===== src/design/tie_map.svh =====
// Constants for the trace item encoder: item layout, tags, codes
`ifndef TIE_MAP_SVH
`define TIE_MAP_SVH

`define TIE_ITEM_W 18
`define TIE_TAG_BRANCH 2'h0
`define TIE_TAG_PC 2'h1
`define TIE_TAG_DATA 2'h2
`define TIE_TAG_EVENT 2'h3
`define TIE_EV_INSTR 2'h0
`define TIE_EV_TSTAMP 2'h1
`define TIE_EV_XTRIG 2'h2
`define TIE_EV_EXC 2'h3
`define TIE_CC_ONE 2'h1
`define TIE_CC_TWO 2'h2
`define TIE_CC_LONG 2'h3
`define TIE_BR_MAX_CNT 4'hc
`define TIE_SHORT_MAX 13'h003f
`define TIE_LONG_MAX 13'h1fff
`define TIE_TS_MAX 14'h3fff
`define TIE_EXC_DEBUG 5'h09
`define TIE_EXC_IRQ 5'h0a
`define TIE_EXC_NMBRK 5'h0b
`define TIE_EXC_BRK 5'h0c
`define TIE_ADDR_SIZE_DEF 64
`define TIE_ADDR_THREE_MAX 48

`endif


===== src/design/tie_pkg.sv =====
// Types shared by the trace item encoder and its bench
package tie_pkg;
    typedef enum logic [3:0] {
        TIE_K_PC = 4'h0,
        TIE_K_DATA32 = 4'h1,
        TIE_K_DATA64 = 4'h2,
        TIE_K_SWEVT = 4'h3,
        TIE_K_XTRIG = 4'h4,
        TIE_K_EXC = 4'h5,
        TIE_K_TSTAMP = 4'h6,
        TIE_K_BRANCH = 4'h7,
        TIE_K_CCBR = 4'h8,
        TIE_K_FLUSH = 4'h9
    } tie_kind_e;
    typedef logic [17:0] tie_item_t;
endpackage


===== src/design/tie_encoder.sv =====
// Trace item encoder: requests in, 18-bit trace items out via two-entry buffer
`include "tie_map.svh"

module tie_encoder #(
    parameter int ADDR_SIZE = `TIE_ADDR_SIZE_DEF
) (
    // Clock and reset
    input wire logic clk_sys,
    input wire logic arst_n,
    // Request from the pipeline
    input wire logic req_valid,
    output logic req_ready,
    input wire tie_pkg::tie_kind_e req_kind,
    input wire logic [63:0] req_data,
    // Item stream to the trace buffer
    output logic item_valid,
    input wire logic item_ready,
    output tie_pkg::tie_item_t item_data
);
    import tie_pkg::*;

    // Serializer state
    tie_item_t ser_item_reg [0:4];
    logic [2:0] ser_cnt_reg;
    logic [2:0] ser_pos_reg;
    // Pending first short cycle-count branch
    logic pend_reg;
    logic [5:0] pend_cnt_reg;
    logic pend_tk_reg;
    // Counters
    logic [12:0] cyc_reg;
    logic [13:0] ts_reg;
    // Output buffer
    tie_item_t head_reg;
    tie_item_t tail_reg;
    logic [1:0] fcnt_reg;
    logic head_vld_reg;
    logic ready_reg;

    // Decode results
    tie_item_t ld_item [0:3];
    logic [2:0] ld_n;
    logic take;
    logic pend_set;
    logic pend_clr;
    logic [63:0] pc_z;
    tie_item_t pend_item;
    tie_item_t ccbr_item;
    tie_item_t evt_item;
    logic short_br;
    logic [3:0] br_n;
    logic idle;
    logic push;
    logic pop;
    tie_item_t push_item;
    // Serializer load: request items, led by a flushed held branch
    tie_item_t sl_item [0:4];
    logic [2:0] sl_n;

    assign idle = (ser_pos_reg == ser_cnt_reg);
    assign short_br = (cyc_reg <= `TIE_SHORT_MAX);
    assign br_n = (req_data[15:12] > `TIE_BR_MAX_CNT) ? `TIE_BR_MAX_CNT : req_data[15:12];
    assign pend_item = {`TIE_TAG_BRANCH, `TIE_CC_ONE, pend_cnt_reg, pend_tk_reg, 7'h00};

    // Address bits above the configured width are forced to zero
    genvar gi;
    generate
        for (gi = 0; gi < 64; gi++)
        begin : g_pc
            assign pc_z[gi] = (gi < ADDR_SIZE) ? req_data[gi] : 1'b0;
        end
    endgenerate

    // Event item by kind
    always_comb
    begin
        evt_item = {`TIE_TAG_EVENT, `TIE_EV_INSTR, req_data[13:0]};
        unique case (req_kind)
            // reserved bits zero, one bit per trigger
            TIE_K_XTRIG: evt_item = {`TIE_TAG_EVENT, `TIE_EV_XTRIG, 6'h00, req_data[7:0]};
            TIE_K_EXC: evt_item = {`TIE_TAG_EVENT, `TIE_EV_EXC, 9'h000, req_data[4:0]};
            TIE_K_TSTAMP: evt_item = {`TIE_TAG_EVENT, `TIE_EV_TSTAMP, ts_reg};
            default: evt_item = {`TIE_TAG_EVENT, `TIE_EV_INSTR, req_data[13:0]};
        endcase
    end

    // Cycle-count branch item
    always_comb
    begin
        ccbr_item = {`TIE_TAG_BRANCH, `TIE_CC_LONG, cyc_reg, req_data[0]};
        if (short_br && pend_reg)
        begin
            // two short branches in one item
            ccbr_item = {`TIE_TAG_BRANCH, `TIE_CC_TWO, pend_cnt_reg, pend_tk_reg, cyc_reg[5:0], req_data[0]};
        end
    end

    // Request decode into up to four items
    always_comb
    begin
        take = 1'b0;
        ld_n = 3'h0;
        pend_set = 1'b0;
        pend_clr = 1'b0;
        for (int i = 0; i < 4; i++)
        begin
            ld_item[i] = '0;
        end
        if (idle && req_valid)
        begin
            // Ready promised a take in every cycle but the first after reset, so every request is taken here
            take = 1'b1;
            pend_clr = pend_reg && (req_kind != TIE_K_CCBR);
            // Flush has no items of its own
            if (req_kind != TIE_K_FLUSH)
            begin
                unique case (req_kind)
                    TIE_K_PC:
                    begin
                        if (ADDR_SIZE <= `TIE_ADDR_THREE_MAX)
                        begin
                            ld_n = 3'h3;
                            ld_item[0] = {`TIE_TAG_PC, pc_z[47:32]};
                            ld_item[1] = {`TIE_TAG_PC, pc_z[31:16]};
                            ld_item[2] = {`TIE_TAG_PC, pc_z[15:0]};
                        end
                        else
                        begin
                            ld_n = 3'h4;
                            ld_item[0] = {`TIE_TAG_PC, pc_z[63:48]};
                            ld_item[1] = {`TIE_TAG_PC, pc_z[47:32]};
                            ld_item[2] = {`TIE_TAG_PC, pc_z[31:16]};
                            ld_item[3] = {`TIE_TAG_PC, pc_z[15:0]};
                        end
                    end
                    TIE_K_DATA32:
                    begin
                        ld_n = 3'h2;
                        ld_item[0] = {`TIE_TAG_DATA, req_data[31:16]};
                        ld_item[1] = {`TIE_TAG_DATA, req_data[15:0]};
                    end
                    TIE_K_DATA64:
                    begin
                        ld_n = 3'h4;
                        ld_item[0] = {`TIE_TAG_DATA, req_data[63:48]};
                        ld_item[1] = {`TIE_TAG_DATA, req_data[47:32]};
                        ld_item[2] = {`TIE_TAG_DATA, req_data[31:16]};
                        ld_item[3] = {`TIE_TAG_DATA, req_data[15:0]};
                    end
                    TIE_K_SWEVT, TIE_K_XTRIG, TIE_K_EXC, TIE_K_TSTAMP:
                    begin
                        ld_n = 3'h1;
                        ld_item[0] = evt_item;
                    end
                    TIE_K_BRANCH:
                    begin
                        ld_n = 3'h1;
                        ld_item[0] = {`TIE_TAG_BRANCH, br_n, req_data[11:0]};
                    end
                    TIE_K_CCBR:
                    begin
                        if (short_br && !pend_reg)
                        begin
                            // Hold first short branch hoping to pair it
                            pend_set = 1'b1;
                        end
                        else if (!short_br && pend_reg)
                        begin
                            ld_n = 3'h2;
                            ld_item[0] = pend_item;
                            ld_item[1] = ccbr_item;
                            pend_clr = 1'b1;
                        end
                        else
                        begin
                            ld_n = 3'h1;
                            ld_item[0] = ccbr_item;
                            pend_clr = 1'b1;
                        end
                    end
                    default:
                    begin
                        // Encodings outside the kind enum emit nothing
                        ld_n = 3'h0;
                    end
                endcase
            end
        end
    end

    // Held lone branch goes out first, so the request that flushes it is never lost
    always_comb
    begin
        sl_n = ld_n;
        sl_item[0] = ld_item[0];
        sl_item[1] = ld_item[1];
        sl_item[2] = ld_item[2];
        sl_item[3] = ld_item[3];
        sl_item[4] = '0;
        if (pend_clr && req_kind != TIE_K_CCBR)
        begin
            sl_n = ld_n + 3'h1;
            sl_item[0] = pend_item;
            sl_item[1] = ld_item[0];
            sl_item[2] = ld_item[1];
            sl_item[3] = ld_item[2];
            sl_item[4] = ld_item[3];
        end
    end

    // Serializer load and advance
    always_ff @(posedge clk_sys or negedge arst_n)
    begin
        if (!arst_n)
        begin
            ser_cnt_reg <= 3'h0;
            ser_pos_reg <= 3'h0;
            for (int i = 0; i < 5; i++)
            begin
                ser_item_reg[i] <= '0;
            end
        end
        else if (sl_n != 3'h0)
        begin
            ser_cnt_reg <= sl_n;
            ser_pos_reg <= 3'h0;
            for (int i = 0; i < 5; i++)
            begin
                ser_item_reg[i] <= sl_item[i];
            end
        end
        else if (push)
        begin
            ser_pos_reg <= ser_pos_reg + 3'h1;
        end
    end

    // Pending short branch
    always_ff @(posedge clk_sys or negedge arst_n)
    begin
        if (!arst_n)
        begin
            pend_reg <= 1'b0;
            pend_cnt_reg <= 6'h00;
            pend_tk_reg <= 1'b0;
        end
        else if (pend_set)
        begin
            pend_reg <= 1'b1;
            pend_cnt_reg <= cyc_reg[5:0];
            pend_tk_reg <= req_data[0];
        end
        else if (pend_clr)
        begin
            pend_reg <= 1'b0;
        end
    end

    // Cycle and time-stamp counters, saturating so a stall never wraps them
    always_ff @(posedge clk_sys or negedge arst_n)
    begin
        if (!arst_n)
        begin
            cyc_reg <= 13'h0000;
            ts_reg <= 14'h0000;
        end
        else
        begin
            if (take && req_kind == TIE_K_CCBR)
            begin
                cyc_reg <= 13'h0000;
            end
            else if (cyc_reg != `TIE_LONG_MAX)
            begin
                cyc_reg <= cyc_reg + 13'h0001;
            end
            if (take && req_kind == TIE_K_TSTAMP)
            begin
                ts_reg <= 14'h0000;
            end
            else if (ts_reg != `TIE_TS_MAX)
            begin
                ts_reg <= ts_reg + 14'h0001;
            end
        end
    end

    // Request ready: registered, high only when the serializer is empty
    always_ff @(posedge clk_sys or negedge arst_n)
    begin
        if (!arst_n)
        begin
            ready_reg <= 1'b0;
        end
        else
        begin
            ready_reg <= (sl_n == 3'h0) && ((ser_pos_reg + {2'h0, push}) == ser_cnt_reg) && !pend_clr;
        end
    end
    assign req_ready = ready_reg;

    // Two-entry output buffer; head drives the port directly
    assign push = !idle && (fcnt_reg != 2'h2);
    assign pop = head_vld_reg && item_ready;
    // Position stays below the count, at most five, whenever push is high
    assign push_item = ser_item_reg[ser_pos_reg];

    // each entry holds one whole 18-bit item
    always_ff @(posedge clk_sys or negedge arst_n)
    begin
        if (!arst_n)
        begin
            head_reg <= '0;
            tail_reg <= '0;
            fcnt_reg <= 2'h0;
            head_vld_reg <= 1'b0;
        end
        else
        begin
            if (push && !pop)
            begin
                if (fcnt_reg == 2'h0)
                begin
                    head_reg <= push_item;
                end
                else
                begin
                    tail_reg <= push_item;
                end
                fcnt_reg <= fcnt_reg + 2'h1;
                head_vld_reg <= 1'b1;
            end
            else if (pop && !push)
            begin
                head_reg <= tail_reg;
                fcnt_reg <= fcnt_reg - 2'h1;
                head_vld_reg <= (fcnt_reg == 2'h2);
            end
            else if (push && pop)
            begin
                if (fcnt_reg == 2'h1)
                begin
                    head_reg <= push_item;
                end
                else
                begin
                    head_reg <= tail_reg;
                    tail_reg <= push_item;
                end
            end
        end
    end
    assign item_valid = head_vld_reg;
    assign item_data = head_reg;
endmodule


===== config.mk =====
export PLATFORM = sky130hd
export DESIGN_NAME = tie_encoder
export DESIGN_NICKNAME = d
export VERILOG_FILES = /design/src/design/tie_pkg.sv /design/src/design/tie_encoder.sv
export VERILOG_INCLUDE_DIRS = /design/src /design/src/design
export SDC_FILE = /design/constraint.sdc
export NUM_CORES = 1
export LEC_CHECK = 0
export ABC_AREA = 0
export BUFFER_PORTS_ARGS = -buffer_cell sky130_fd_sc_hd__buf_4
export CORE_ASPECT_RATIO = 0.9
export CORE_MARGIN = 5
export CORE_UTILIZATION = 55
export DETAILED_ROUTE_END_ITERATION = 6
export HOLD_SLACK_MARGIN = 0.02
export PLACE_DENSITY = 0.84
export SETUP_SLACK_MARGIN = 0.2
export SLEW_MARGIN = 5
export SYNTH_ARGS = -nofsm -noshare
export SYNTH_HDL_FRONTEND = slang
export SYNTH_SLANG_ARGS = --single-unit

===== constraint.sdc =====
create_clock -name clk_sys -period 3.4 [get_ports clk_sys]
set_input_delay 0.68 -clock clk_sys [delete_from_list [all_inputs] [get_ports clk_sys]]
set_output_delay 0.68 -clock clk_sys [all_outputs]
set_load 0.01 [all_outputs]

# Word level (Yosys, flattened, before mapping)
# Cells that the tools add are included.
dict set report totals {
  regBits 171
  inputBits 72
  word_cells 138
}
dict set report classes {
  add_sub_neg 7
  magnitude_cmp 3
  n_eq_ne 21
  muxes 52
  bitwise_logic 1
  reduce_logical 37
}
# op n
set op_table {}
lappend op_table {{18-bit two-way mux} 12}
lappend op_table {{72-bit two-way mux} 2}
lappend op_table {{18-bit one-hot mux with 6 select lines} 1}
lappend op_table {{90-bit two-way mux} 1}
lappend op_table {{18-bit one-hot mux with 4 select lines} 1}
lappend op_table {{36-bit one-hot mux with 2 select lines} 1}
lappend op_table {{18-bit binary-select mux with 3-bit select} 1}
lappend op_table {{16-bit one-hot mux with 3 select lines} 1}
lappend op_table {{34-bit two-way mux} 1}
lappend op_table {{16-bit two-way mux} 2}
lappend op_table {{14-bit two-way mux} 2}
lappend op_table {{13-bit two-way mux} 2}
lappend op_table {{4-bit by 3-bit == test with 1-bit output, second input constant} 4}
lappend op_table {{1-bit logical AND} 15}
lappend op_table {{15-bit two-way mux} 1}
lappend op_table {{3-bit two-way mux} 5}
lappend op_table {{14-bit by 1-bit adder with 14-bit output, second input constant} 1}
lappend op_table {{14-bit != test, second input constant} 1}
lappend op_table {{13-bit by 1-bit adder with 13-bit output, second input constant} 1}
lappend op_table {{13-bit by 6-bit less-or-equal comparator with 1-bit output, second input constant} 1}
lappend op_table {{1-bit two-way mux} 13}
lappend op_table {{13-bit != test, second input constant} 1}
lappend op_table {{3-bit one-hot mux with 4 select lines} 1}
lappend op_table {{2-bit nonzero test} 6}
lappend op_table {{28 further kinds} 44}

# Longest topological paths before layout
dict set report depth {
  depth_word 13
  ltp_mapped 18
  ltp_nobuf 15
}

# Worst setup path after synthesis
# OpenSTA, ideal clock, no wires.
dict set report synth_timing {
  path_type {reg2reg}
  from {reg cyc_reg[2]}
  to {reg ser_item_reg[61] (netlist name)}
  setup_time_ps 125
  arrival_ps 3155
  required_ps 3275
  slack_ps 121
  path_stages_with_launch 14
  n_path_buf 2
  period_less_slack_ps 3279
  cell_sequence {dfrtp_1 clkbuf_1 and3_1 nand4_1 o211a_1 ha_1 a2bb2oi_1 nor2_1 ha_1 nor3_1 nor2_1 o31ai_4 buf_2 mux2_2}
}
dict set report synth_via {
  elab_chain_cells 11
}
# item line_no
set synth_rtl {}
lappend synth_rtl {{start, declared} tie_encoder.sv:31} ;# logic [12:0] cyc_reg;
lappend synth_rtl {{start signal, assigned} tie_encoder.sv:275} ;# cyc_reg <= cyc_reg + 13'h0001;
lappend synth_rtl {{13-bit by 6-bit less-or-equal comparator with 1-bit output (no source line) (*)} n/a}
lappend synth_rtl {{1-bit zero test} tie_encoder.sv:167} ;# else if (!short_br && pend_reg)
lappend synth_rtl {{1-bit logical AND} tie_encoder.sv:167}
lappend synth_rtl {{2-bit two-way mux} tie_encoder.sv:167}
lappend synth_rtl {{2-bit two-way mux} tie_encoder.sv:162} ;# if (short_br && !pend_reg)
lappend synth_rtl {{3-bit one-hot mux with 4 select lines} tie_encoder.sv:117} ;# unique case (req_kind)
lappend synth_rtl {{3-bit two-way mux} tie_encoder.sv:115} ;# if (req_kind != TIE_K_FLUSH)
lappend synth_rtl {{3-bit two-way mux} tie_encoder.sv:109} ;# if (idle && req_valid)
lappend synth_rtl {{3-bit by 1-bit adder with 3-bit output} tie_encoder.sv:202} ;# sl_n = ld_n + 3'h1;
lappend synth_rtl {{3-bit two-way mux} tie_encoder.sv:200} ;# if (pend_clr && req_kind != TIE_K_CCBR)
lappend synth_rtl {{3-bit nonzero test} tie_encoder.sv:223} ;# else if (sl_n != 3'h0)
lappend synth_rtl {{end signal, assigned by index} tie_encoder.sv:229} ;# ser_item_reg[i] <= sl_item[i];
lappend synth_rtl {{end, declared} tie_encoder.sv:23} ;# tie_item_t ser_item_reg [0:4];
# Every way passes the cells marked *; elsewhere a longest branch is shown, timed or not.
# A chain may end at the register's enable or synchronous reset.

# Worst setup path in the final report
dict set report layout_timing {
  from {reg cyc_reg[3]}
  to {reg ser_item_reg[43] (netlist name)}
}
# The elaborated chain is that of the path after synthesis.

==> summary.txt <==
Detailed routing
  • Post-route DRC: 0
  • Iter 0 DRT Violations: 1212
  • Routed WL per cell: 24.5 um
  • Total wire length: 33.2 mm
  • Drt pass-1 iters: 6
  • Antenna Violating Nets Remaining: 0
  • Via Count: 9144
  • Post-DR vias/cell: 6.76

Clocking
  • CTS Buf Count: 17
  • Max clock buf depth: 2
  • Clk root buf: clkbuf_16
  • CTS tree: yes
  • Clk_lat worst skew: 0.44 ns
  • Quantity of hold-fixing buffers added after cts: 0
  • Clock Sinks: 171
  • Clock slew at reported path FFs: 0.07 ns
  • CTS HTree Levels: 4

Synthesis
  • Cell area after synthesis: 0.0101 sq mm
  • Syn Nets: 1079
  • Cell type with the highest aggregate area in the netlist: dfrtp_1
  • Most frequent cells after synthesis: dfrtp_1, mux2i_1, nor2_1
  • Sequential-to-total area share from yosys stat: 0.423
  • #FFs+latches synth: 171
  • Synthesized instance count: 990
  • Number of synthesized flops with an enable pin: 0
  • Post-synthesis cell type count: 70
  • Top_reg_cell synth: dfrtp_1
  • Ys Warns: 0
  • Cell with the most instances after synthesis: dfrtp_1
  • Ys async rst share: 1.00
  • Synth area leaders: dfrtp_1, mux2i_1, mux2_2
  • Share of the synthesized area in the top cell type: 0.423
  • Synth Area per Inst: 10.2 sq um

Timing
  • Fmax achieved: 0.300 GHz
  • Actual slew at the worst max-slew pin: 0.970 ns
  • Pins Over Slew Limit: 0
  • Period utilization: 0.982
  • Final min period: 3.34 ns
  • Rel. slew slack: 0.353
  • Count of final setup violators: 0
  • Hold Vio Cnt, Final: 0
  • Setup ws final: 0.0620 ns
  • Hold_ws: 0.242 ns
  • RSZ-0062 raised after global routing: yes
  • Clock Skews: 0.0123 ns

Placement
  • Port Buffers: 91
  • Cell Area, Placed: 0.0112 sq mm
  • Gp weighted congestion: 0.973
  • Post-place setup slack: 0.0129 ns
  • Final HPWL DP: 21.8 mm

Die
  • Total die area: 0.0212 sq mm
  • Starting Density: 0.554
  • I/O Pins: 92
  • Core ar.: 0.0182 sq mm
  • Num rows: 47
  • Die height: 139 um
  • Die W: 153 um

Setup path
  • CP Class: flop to flop
  • Critical path arrival: 3.66 ns
  • CP Data Required Time: 3.72 ns
  • CP Launch Point: cyc_reg[3]
  • Worst Setup End Kind: flop
  • Crit Path Max Fanout: 7
  • Startpoint types: flop
  • Worst r2r src: cyc_reg[3]

Cells and area
  • Layout cells sized above 1: 0.274
  • Design area: 0.0124 sq mm
  • Final nets: 1184
  • Syn-to-layout area delta: 22.4%
  • Ant diodes: 0
  • Max FFs per register: 90
  • Final core occ: 0.679

Pwr
  • Internal power: 5.88 mW
  • Pwr Density: 794 mW/mm^2
  • Sw power: 3.95 mW
  • Comb pwr share: 0.474
  • Leakage: 5.55 nW
  • Fraction of power spent switching nets: 0.402
  • Sequential Power Share: 0.329
  • Worst vdd ir: 0.511 mV
  • Clock power frac: 0.197
  • Total power: 9.83 mW

Global route
  • Number of global-route vias before repair: 9071
  • Total GRT Usage: 0.299
  • Largest net degree at the start of global routing: 67
  • Initial antenna violation count: 0
  • Global-route wire length before repair: 50.5 mm
  • GRT overflow: 0

Run status
  • Status: complete, no violations

Flow run
  • Total of max-cap violations: 0

Worst hold path
  • Hold Path Class: input port to asynchronous set/reset pin
[power by group through the flow]
stage	Clock (mW)	Combinational [mW]	Sequential, mW
floorplan	0	2.89	3.12
global placement	0	3.96	3.17
detailed placement	0	4.10	3.22
CTS	1.93	4.41	3.20
global route	2.02	4.95	3.31
finish	1.94	4.66	3.24
[worst paths after layout]
check | to | slack (ns) | cells after the start
max reg2reg | ser_item_reg[43] | 0.06 | 20
min in group clk_sys | item_data[17] | 0.48 | 2
max | ser_item_reg[43] | 0.06 | 20
max in group asynchronous | cyc_reg[3] | 2.38 | 2
min | ser_item_reg[32] | 0.24 | 1
min reg2reg | item_data[17] | 0.48 | 2
[cell usage in the layout (no fill, tap or decap), types with 6 or more instances in the layout]
cell	synthesis	routed
buf_4	2	146
o221a_2	6	6
buf_6	2	10
clkbuf_16	0	19
nand2_1	48	47
a22o_1	23	23
and3_1	14	12
nand3_1	23	23
a211oi_1	12	12
and2_1	6	6
a221o_1	18	18
o2bb2ai_1	24	23
nor2_1	60	58
mux2i_1	87	87
o21ai_0	35	34
nor2b_1	21	21
dfrtp_1	171	171
xor2_1	9	9
o22a_1	7	7
a22oi_1	7	7
nand3b_1	11	11
nand2b_1	14	14
ha_1	17	13
inv_1	14	12
xnor2_1	17	17
a21oi_1	44	42
o22ai_1	34	34
a2bb2oi_1	26	25
nor3_1	21	19
mux2_4	0	26
mux2_2	58	32
[worst max-delay path: stages, from the launching register on]
cell and delay [ns]:
dfrtp_1 0.40, buf_4 0.16, and3_4 0.17, o211a_4 0.27
inv_2 0.07, ha_4 0.13, inv_2 0.04, nor3_2 0.10
o21ai_1 0.10, nor2_1 0.14, ha_2 0.19, nand2_2 0.07
a21oi_2 0.13, a21o_1 0.17, o31ai_4 0.10, buf_6 0.19
buf_12 0.12, buf_16 0.13, buf_8 0.13, buf_6 0.11
a221o_1 0.31
[through the flow]
stage / cells / setup TNS (ns)
after floorplan: 990 / 0
after global placement: 1294 / 0
after detailed placement: 1294 / 0
after CTS: 1346 / 0
after global routing: 1352 / -0.240
final: 1352 / 0
[cell type report]
| cell class | instances | area (sq um) |
|---|---|---|
| tap | 245 | 307 |
| inverter | 14 | 52.6 |
| clock buffer | 18 | 439 |
| multi-input combinational | 720 | 5620 |
| timing repair buffer | 171 | 1550 |
| clock inverter | 13 | 136 |
| fill | 1356 | 5850 |
| sequential | 171 | 4280 |
[per-layer routing]
| layer | track usage | routed length, um | vias up |
|---|---|---|---|
| li1 | - | - | 3923 |
| met1 | 0.388 | 12800 | 4478 |
| met2 | 0.480 | 15700 | 631 |
| met3 | 0.0833 | 3490 | 108 |
| met4 | 0.109 | 1180 | 4 |
| met5 | 0.0227 | 67 | - |
[timing repair]
item / CTS / global route
setup buffers: 16 / 3
pin swaps: 15 / 16
gates cloned: 5 / 3
endpoints found under the setup margin: 41 / 96
gates resized for setup: 39 / 28
[logic make-up (layout without fill, tap and decap cells)]
kind of cell    Yosys count  after routing  synth area share
fa+ha+maj                18             18            0.0220
flops                   171            171             0.423
buf+inv                  99            216            0.0420
compound gates          274            274             0.201
simple gates            256            256             0.137
mux                     145            145             0.151
xor+xnor                 27             27            0.0241
No activity file was read; power rests on OpenSTA's default activity.
